File: config.mk
export PLATFORM = sky130hd
export DESIGN_NAME = pms_mode_switch
export DESIGN_NICKNAME = d
export VERILOG_FILES = /design/src/logic/pms_queue.sv /design/src/logic/pms_mode_switch.sv
export SDC_FILE = /design/constraint.sdc
export NUM_CORES = 1
export LEC_CHECK = 0
export BUFFER_PORTS_ARGS = -buffer_cell sky130_fd_sc_hd__buf_2
export CAP_MARGIN = 0
export CORE_MARGIN = 2
export CORE_UTILIZATION = 56
export DETAILED_ROUTE_END_ITERATION = 6
export GPL_ROUTABILITY_DRIVEN = 0
export PLACE_DENSITY = 0.86
export SKIP_CTS_REPAIR_TIMING = 1
export SLEW_MARGIN = 40
export SYNTH_ARGS = -nofsm -noshare
export SYNTH_HDL_FRONTEND = slang
export SYNTH_SLANG_ARGS = --single-unit
File: constraint.sdc
create_clock -name sys_clk_i -period 15.25 [get_ports sys_clk_i]
set_clock_uncertainty 0.05 [all_clocks]
set_input_delay 1.525 -clock sys_clk_i [delete_from_list [all_inputs] [get_ports sys_clk_i]]
set_output_delay 1.525 -clock sys_clk_i [all_outputs]
set_load 0.005 [all_outputs]
File: src/logic/pms_queue.sv
`timescale 1ns/1ps
package pms_pkg;
   localparam int          ADDR_W       = 24;
   localparam int          DATA_W       = 8;
   localparam int          QUEUE_DEPTH  = 3;          // instructions held ahead
   localparam logic [7:0]  MODE_REG_ADR = 8'h5e;      // processor mode register
   localparam int          MODE_LSB     = 0;          // mode bits 1 and 0
   localparam int          MODE_MSB     = 1;
   localparam logic [1:0]  MODE_SINGLE  = 2'h0;
   localparam logic [1:0]  MODE_EXPAND  = 2'h1;
   localparam logic [1:0]  MODE_MICRO   = 2'h2;
   localparam logic [1:0]  MODE_RESET   = MODE_SINGLE;
   localparam int          CLK_PERIOD_NS = 8;
   localparam int          WR_CYCLE_NS   = 16;       // length of an internal write cycle
   localparam int          WR_CYCLES     = (WR_CYCLE_NS + CLK_PERIOD_NS - 1) / CLK_PERIOD_NS;
   localparam logic [ADDR_W-1:0] ROM_BASE_RST  = 24'h00_8000;
   localparam logic [ADDR_W-1:0] ROM_LIMIT_RST = 24'h00_ffff;

   typedef struct packed {
      logic [ADDR_W-1:0] addr;
      logic [DATA_W-1:0] data;
      logic              ext;   // fetched from external bus
   } pms_entry_s;
endpackage : pms_pkg

// prefetch queue: flop storage indexed by read and write pointers
module pms_queue #(
   parameter int DEPTH = pms_pkg::QUEUE_DEPTH,
   parameter int CW    = $clog2(DEPTH + 1)
) (
   input  wire logic               clk_i,
   input  wire logic               rst_n_i,
   input  wire logic               flush_i,
   input  wire logic               push_i,
   input  wire pms_pkg::pms_entry_s push_ent_i,
   input  wire logic               pop_i,
   output pms_pkg::pms_entry_s     head_o,
   output logic                    valid_o,
   output logic [CW-1:0]           count_o
);
   import pms_pkg::*;
   localparam int PW = (DEPTH > 1) ? $clog2(DEPTH) : 1;

   pms_entry_s    mem_q [DEPTH];
   logic [PW-1:0] rd_q;
   logic [PW-1:0] wr_q;
   logic [CW-1:0] cnt_q;
   logic          do_push;
   logic          do_pop;

   // a push into a full queue is dropped; the fetcher never issues one
   assign do_push = push_i && !flush_i && (cnt_q != CW'(DEPTH));
   assign do_pop  = pop_i && !flush_i && (cnt_q != '0);
   assign head_o  = mem_q[rd_q];
   assign valid_o = (cnt_q != '0);
   assign count_o = cnt_q;

   // one storage slot per entry
   for (genvar g = 0; g < DEPTH; g++)
   begin : g_slot
      always_ff @(posedge clk_i or negedge rst_n_i)
      begin
         if (!rst_n_i)
            mem_q[g] <= '0;
         else if (do_push && (wr_q == PW'(g)))
            mem_q[g] <= push_ent_i;
      end
   end

   // pointers and fill level; flush empties without touching storage
   always_ff @(posedge clk_i or negedge rst_n_i)
   begin
      if (!rst_n_i)
      begin
         rd_q  <= '0;
         wr_q  <= '0;
         cnt_q <= '0;
      end
      else if (flush_i)
      begin
         rd_q  <= '0;
         wr_q  <= '0;
         cnt_q <= '0;
      end
      else
      begin
         if (do_push)
            wr_q <= (wr_q == PW'(DEPTH - 1)) ? '0 : wr_q + 1'b1;
         if (do_pop)
            rd_q <= (rd_q == PW'(DEPTH - 1)) ? '0 : rd_q + 1'b1;
         cnt_q <= cnt_q + CW'(do_push) - CW'(do_pop);
      end
   end
endmodule : pms_queue

File: src/logic/pms_mode_switch.sv
`timescale 1ns/1ps
module pms_mode_switch #(
   parameter int                          QDEPTH    = pms_pkg::QUEUE_DEPTH,
   parameter logic [pms_pkg::ADDR_W-1:0]  ROM_BASE  = pms_pkg::ROM_BASE_RST,
   parameter logic [pms_pkg::ADDR_W-1:0]  ROM_LIMIT = pms_pkg::ROM_LIMIT_RST,
   parameter logic [pms_pkg::ADDR_W-1:0]  START_PC  = pms_pkg::ROM_BASE_RST
) (
   input  wire logic                        sys_clk_i,
   input  wire logic                        arst_n_i,
   // register writes issued by the cpu
   input  wire logic                        reg_wr_i,
   input  wire logic [7:0]                  reg_addr_i,
   input  wire logic [pms_pkg::DATA_W-1:0]  reg_wdata_i,
   output logic                             reg_busy_o,
   // instruction hand-off to the execution unit
   output logic                             ins_valid_o,
   output pms_pkg::pms_entry_s              ins_o,
   input  wire logic                        ins_take_i,
   input  wire logic                        branch_i,
   input  wire logic [pms_pkg::ADDR_W-1:0]  branch_target_i,
   output logic [pms_pkg::ADDR_W-1:0]       pc_o,
   output logic [1:0]                       mode_o,
   // internal rom, data one cycle after enable
   output logic                             rom_en_o,
   output logic [pms_pkg::ADDR_W-1:0]       rom_addr_o,
   input  wire logic [pms_pkg::DATA_W-1:0]  rom_rdata_i,
   // external bus, four-phase request/acknowledge
   output logic                             ext_req_o,
   output logic [pms_pkg::ADDR_W-1:0]       ext_addr_o,
   input  wire logic                        ext_ack_i,
   input  wire logic [pms_pkg::DATA_W-1:0]  ext_rdata_i
);
   import pms_pkg::*;
   localparam int CW = $clog2(QDEPTH + 1);
   localparam int WCW = $clog2(WR_CYCLES + 1);

   typedef enum logic [1:0] {F_IDLE, F_ROM, F_EXT_REQ, F_EXT_REL} pms_fetch_e;

   logic              rst_m_q, rst_n_q;
   logic              ack_m_q, ack_q;
   logic [DATA_W-1:0] dat_m_q, dat_q;
   logic [1:0]        mode_q, mode_wr_q;
   logic [WCW-1:0]    wr_cnt_q;
   logic              wr_busy_q, wr_done;
   logic [ADDR_W-1:0] fa_q, pc_q;
   logic              drop_q;
   pms_fetch_e        st_q;
   logic              push;
   pms_entry_s        push_ent;
   logic [CW-1:0]     cnt;
   logic              micro, in_rom, issue;

   // reset release through two flops, assertion stays asynchronous
   always_ff @(posedge sys_clk_i or negedge arst_n_i)
   begin
      if (!arst_n_i)
      begin
         rst_m_q <= 1'b0;
         rst_n_q <= 1'b0;
      end
      else
      begin
         rst_m_q <= 1'b1;
         rst_n_q <= rst_m_q;
      end
   end

   // external bus answers arrive off-clock; data is held while ack is high
   always_ff @(posedge sys_clk_i or negedge rst_n_q)
   begin
      if (!rst_n_q)
      begin
         ack_m_q <= 1'b0;
         ack_q   <= 1'b0;
         dat_m_q <= '0;
         dat_q   <= '0;
      end
      else
      begin
         ack_m_q <= ext_ack_i;
         ack_q   <= ack_m_q;
         dat_m_q <= ext_rdata_i;
         dat_q   <= dat_m_q;
      end
   end

   // write cycle to the mode register; the mode flips only at its end
   assign wr_done = wr_busy_q && (wr_cnt_q == WCW'(1));
   always_ff @(posedge sys_clk_i or negedge rst_n_q)
   begin
      if (!rst_n_q)
      begin
         wr_busy_q <= 1'b0;
         wr_cnt_q  <= '0;
         mode_wr_q <= MODE_RESET;
         mode_q    <= MODE_RESET;
      end
      else if (wr_busy_q)
      begin
         wr_cnt_q <= wr_cnt_q - 1'b1;
         if (wr_done)
         begin
            wr_busy_q <= 1'b0;
            mode_q    <= mode_wr_q;
         end
      end
      else if (reg_wr_i && (reg_addr_i == MODE_REG_ADR))
      begin
         wr_busy_q <= 1'b1;
         wr_cnt_q  <= WCW'(WR_CYCLES);
         mode_wr_q <= reg_wdata_i[MODE_MSB:MODE_LSB];
      end
   end

   // a rom read issued on the completing edge would run after the switch, so it is held off
   assign micro  = (mode_q == MODE_MICRO) || (wr_done && (mode_wr_q == MODE_MICRO));
   assign in_rom = (fa_q >= ROM_BASE) && (fa_q <= ROM_LIMIT);
   // one fetch in flight, so a free slot at issue is still free at push
   assign issue  = (st_q == F_IDLE) && !branch_i && (cnt < CW'(QDEPTH));

   // fetch engine; the source is chosen from the mode in force at issue
   always_ff @(posedge sys_clk_i or negedge rst_n_q)
   begin
      if (!rst_n_q)
      begin
         st_q       <= F_IDLE;
         fa_q       <= START_PC;
         rom_en_o   <= 1'b0;
         rom_addr_o <= '0;
         ext_req_o  <= 1'b0;
         ext_addr_o <= '0;
      end
      else
      begin
         rom_en_o <= 1'b0;
         case (st_q)
            F_IDLE:
            begin
               if (issue && in_rom && !micro)
               begin
                  rom_en_o   <= 1'b1;
                  rom_addr_o <= fa_q;
                  st_q       <= F_ROM;
               end
               else if (issue)
               begin
                  ext_req_o  <= 1'b1;
                  ext_addr_o <= fa_q;
                  st_q       <= F_EXT_REQ;
               end
            end
            F_ROM:
               st_q <= F_IDLE;
            F_EXT_REQ:
               if (ack_q)
               begin
                  ext_req_o <= 1'b0;
                  st_q      <= F_EXT_REL;
               end
            F_EXT_REL:
               if (!ack_q)
                  st_q <= F_IDLE;
            default:
               st_q <= F_IDLE;
         endcase
         if (branch_i)
            fa_q <= branch_target_i;
         else if (push)
            fa_q <= fa_q + 1'b1;
      end
   end

   // a branch during an open bus cycle discards its answer; the cycle still finishes
   // rom reads and acked cycles end in the branch cycle itself, so they need no drop
   always_ff @(posedge sys_clk_i or negedge rst_n_q)
   begin
      if (!rst_n_q)
         drop_q <= 1'b0;
      else if (branch_i && (st_q == F_EXT_REQ) && !ack_q)
         drop_q <= 1'b1;
      else if ((st_q == F_ROM) || ((st_q == F_EXT_REQ) && ack_q))
         drop_q <= 1'b0;
   end

   assign push = !drop_q && !branch_i
                 && ((st_q == F_ROM) || ((st_q == F_EXT_REQ) && ack_q));
   always_comb
   begin
      push_ent.addr = fa_q;
      push_ent.ext  = (st_q != F_ROM);
      push_ent.data = (st_q == F_ROM) ? rom_rdata_i : dat_q;
   end

   // queued entries keep their source; a mode change does not purge them
   pms_queue #(
      .DEPTH (QDEPTH),
      .CW    (CW)
   ) u_queue (
      .clk_i      (sys_clk_i),
      .rst_n_i    (rst_n_q),
      .flush_i    (branch_i),
      .push_i     (push),
      .push_ent_i (push_ent),
      .pop_i      (ins_take_i),
      .head_o     (ins_o),
      .valid_o    (ins_valid_o),
      .count_o    (cnt)
   );

   // program counter: address after the last instruction taken
   always_ff @(posedge sys_clk_i or negedge rst_n_q)
   begin
      if (!rst_n_q)
         pc_q <= START_PC;
      else if (branch_i)
         pc_q <= branch_target_i;
      else if (ins_take_i && ins_valid_o)
         pc_q <= ins_o.addr + 1'b1;
   end

   assign pc_o       = pc_q;
   assign mode_o     = mode_q;
   assign reg_busy_o = wr_busy_q;
endmodule : pms_mode_switch

==> flow_summary.toml <==
[route]
drcViolationCount = 0
drt_iter0_markers = 421
via_per_inst = 5.82
wl_um = 25700
drt_first_pass_iters = 5
ant_nets = 0
route.detailed.wl_per_inst_um = 20.0
vias = 7469

[synthesis]
syn_area_um2 = 10400
synth_area_leaders = "dfrtp_1 55%, mux2_1 8.2%, mux2i_1 4.2%"
async_flop_share = 1.00
ys_ff_latch = 233
synth_flop_cell = "dfrtp_1"
synth_edf_count = 0
yosysTopAreaCell = "dfrtp_1"
synth_top_area_frac = 0.554
avgSynthCellArea_um2 = 11.8
synth.most_common_cell = "dfrtp_1"
ys_top_cells_by_count = "231 x dfrtp_1, 89 x nand2_1, 76 x mux2_1"
yosysWarnings = 0
synth_fp_nets = 955
yosysSeqAreaShare = 0.559
synth_cell_types = 60
synth_cells = 887

[timing]
drv_slew = 0
fmax_mhz = 255
timing.final.crit_share = 0.257
final.setup.tns_ns = 0
tightest_slew_ns = 0.875
worst_slack_ns = 11.33
period_minus_slack_ns = 3.92
relSlewSlack = 0.416
hold_violations = 0
rsz0062_at_grt = "false"
finalSetupViolCount = 0
worst_hold_slack_ns = 0.213

[outcome]
status = "complete, no violations"

[run]
drv_cap = 0

[worst_setup_path]
cpPeakStageDelay_ns = 0.57
path_cells = "buf_4 -> mux2i_1 -> o2bb2ai_1 -> buf_2"
worstSetupEndpointType = "primary output"
arrival_ns = 2.34
slowest_stage = "buf_4"
start_kind = "flip-flop"
critical_path_required_ns = 13.68
critPathKind = "flip-flop to primary output"
crit_fanout = 36

[floorplanning]
io_pins = 173
rows = 49
die_w_um = 140
start_util = 0.575
core-area_um2 = 18100
die_h_um = 140
fp.dieArea_um2 = 19700

[cells_and_area]
fin_area_um2 = 12300
n_antenna_cell = 0
drive_gt1_frac = 0.274
area_delta_synth_final_pct = 18.2
final_nets = 1106
fillCellCount = 1307

[placement]
place_ws_ns = 11.20
portBuffers = 166
hpwl_um = 16500
dpl_cell_area_um2 = 11500

[clock_network]
cts_tree = "done"
cts.clk_slew.worst_paths_ns = 0.06
cts.path.max_buffers = 3
numCtsBuffers = 24
cts-root-buf = "clkbuf_16"
insertion_delay_ns = 0.52
htree_num_levels = 1
cts_sinks = 233

[pwr]
ir_worst_vdd_uv = 98.3
power.density_nw_per_um2 = 178
p_leak_nw = 5.78

[global_routing]
grt_start_max_net_pins = 89
grtUsageTotal = 0.263
grt_pass1_vias = 7659
antenna_found_initial = 0
grt-ovfl-total = 0
grt_pass1_wl_um = 41100

[min_path]
hold_class = "flip-flop to asynchronous set/reset pin"
[per-layer routing]
metal	wire length [µm]	track usage	vias to the layer above	share of wire
met5	0	0	-	0
met4	867	0.0921	0	0.034
met3	1590	0.0513	69	0.062
met2	12500	0.441	269	0.49
met1	10700	0.346	3750	0.42
li1	-	-	3381	-
[critical path: cells and delay by family (launching register included)]
kind	cells	cell delay (ns)
AO/OA/AOI/OAI	1	0.51
flip-flops	1	0.38
multiplexers	1	0.16
buffers and inverters	2	0.79
[flip-flops by register name, summed over array words and instances, names as in the netlist, 2 cells and up]
signal / count
dat_m_q: 8
dat_q: 8
ext_addr_o: 24
fa_q: 24
mode_o: 2
mode_wr_q: 2
pc_o: 24
rom_addr_o: 24
st_q: 2
u_queue.count_o: 2
u_queue.mem_q: 99
u_queue.rd_q: 2
u_queue.wr_q: 2
wr_cnt_q: 2
[cell type report]
cell class | instances | area, µm² | share of cell area
Inverter | 20 | 76.3 | 0.00619
Timing Repair Buffer | 181 | 1010 | 0.0822
Clock inverter | 6 | 105 | 0.00853
Clock buffer | 37 | 741 | 0.0601
Sequential cell | 233 | 5840 | 0.474
Tap cell | 229 | 287 | 0.0232
Multi-Input combinational cell | 578 | 4270 | 0.346
[stage by stage]
stage                     utilization  total power [mW]  cells
after CTS                       0.678              2.21   1283
after global routing            0.679              2.32   1284
after global placement          0.626              1.53   1236
final                           0.679              2.20   1284
after floorplan                     -              1.31    887
after detailed placement        0.631              1.58   1240
[placed cells by master, fill, tap and decap left out, types with 8 or more instances in the layout]
| master | synthesis | final |
|---|---|---|
| a21oi_1 | 46 | 45 |
| buf_2 | 10 | 166 |
| buf_4 | 2 | 8 |
| clkbuf_16 | 0 | 25 |
| clkbuf_8 | 0 | 8 |
| dfrtp_1 | 231 | 229 |
| inv_1 | 17 | 17 |
| mux2_1 | 76 | 76 |
| mux2_2 | 34 | 34 |
| mux2i_1 | 44 | 44 |
| nand2_1 | 89 | 87 |
| nand3_1 | 22 | 22 |
| nand4_1 | 12 | 12 |
| nor2_1 | 47 | 47 |
| nor2b_1 | 12 | 12 |
| nor3_1 | 9 | 9 |
| o21ai_0 | 35 | 35 |
| o21ai_1 | 24 | 24 |
| o2bb2ai_2 | 11 | 11 |
| xnor2_1 | 23 | 23 |
| xor2_1 | 19 | 19 |
[final timing paths]
kind                                 start           endpoint  slack (ns)  depth (start not counted)
min reg2reg                        rst_n_q  u_queue.mem_q[33]        0.21                          0
min in group sys_clk_i          dat_m_q[0]           dat_q[0]        0.30                          0
max in group asynchronous          rst_n_q    u_queue.rd_q[0]       13.07                          2
max reg2reg                u_queue.rd_q[0]           pc_o[14]       12.10                          9
min                                rst_n_q  u_queue.mem_q[33]        0.21                          0
max                        u_queue.rd_q[0]          ins_o[23]       11.33                          4
[power by group]
part | switching, mW | internal (mW)
Combinational | 0.388 | 0.299
Sequential | 0.110 | 0.782
Clock | 0.236 | 0.383
Total | 0.734 | 1.46
[cells by family (layout without fill, tap and decap cells)]
group	Yosys count	count (layout)	synth area share
AO/OA/AOI/OAI	151	151	0.0963
XOR/XNOR	42	42	0.0353
adder cells (fa/ha/maj)	6	6	0.00720
buffers and inverters	76	244	0.0344
flip-flops	233	233	0.559
multiplexers	154	154	0.161
other	1	1	0.000360
AND/OR/NAND/NOR	224	224	0.106
Power figures use the tool's default switching activity.
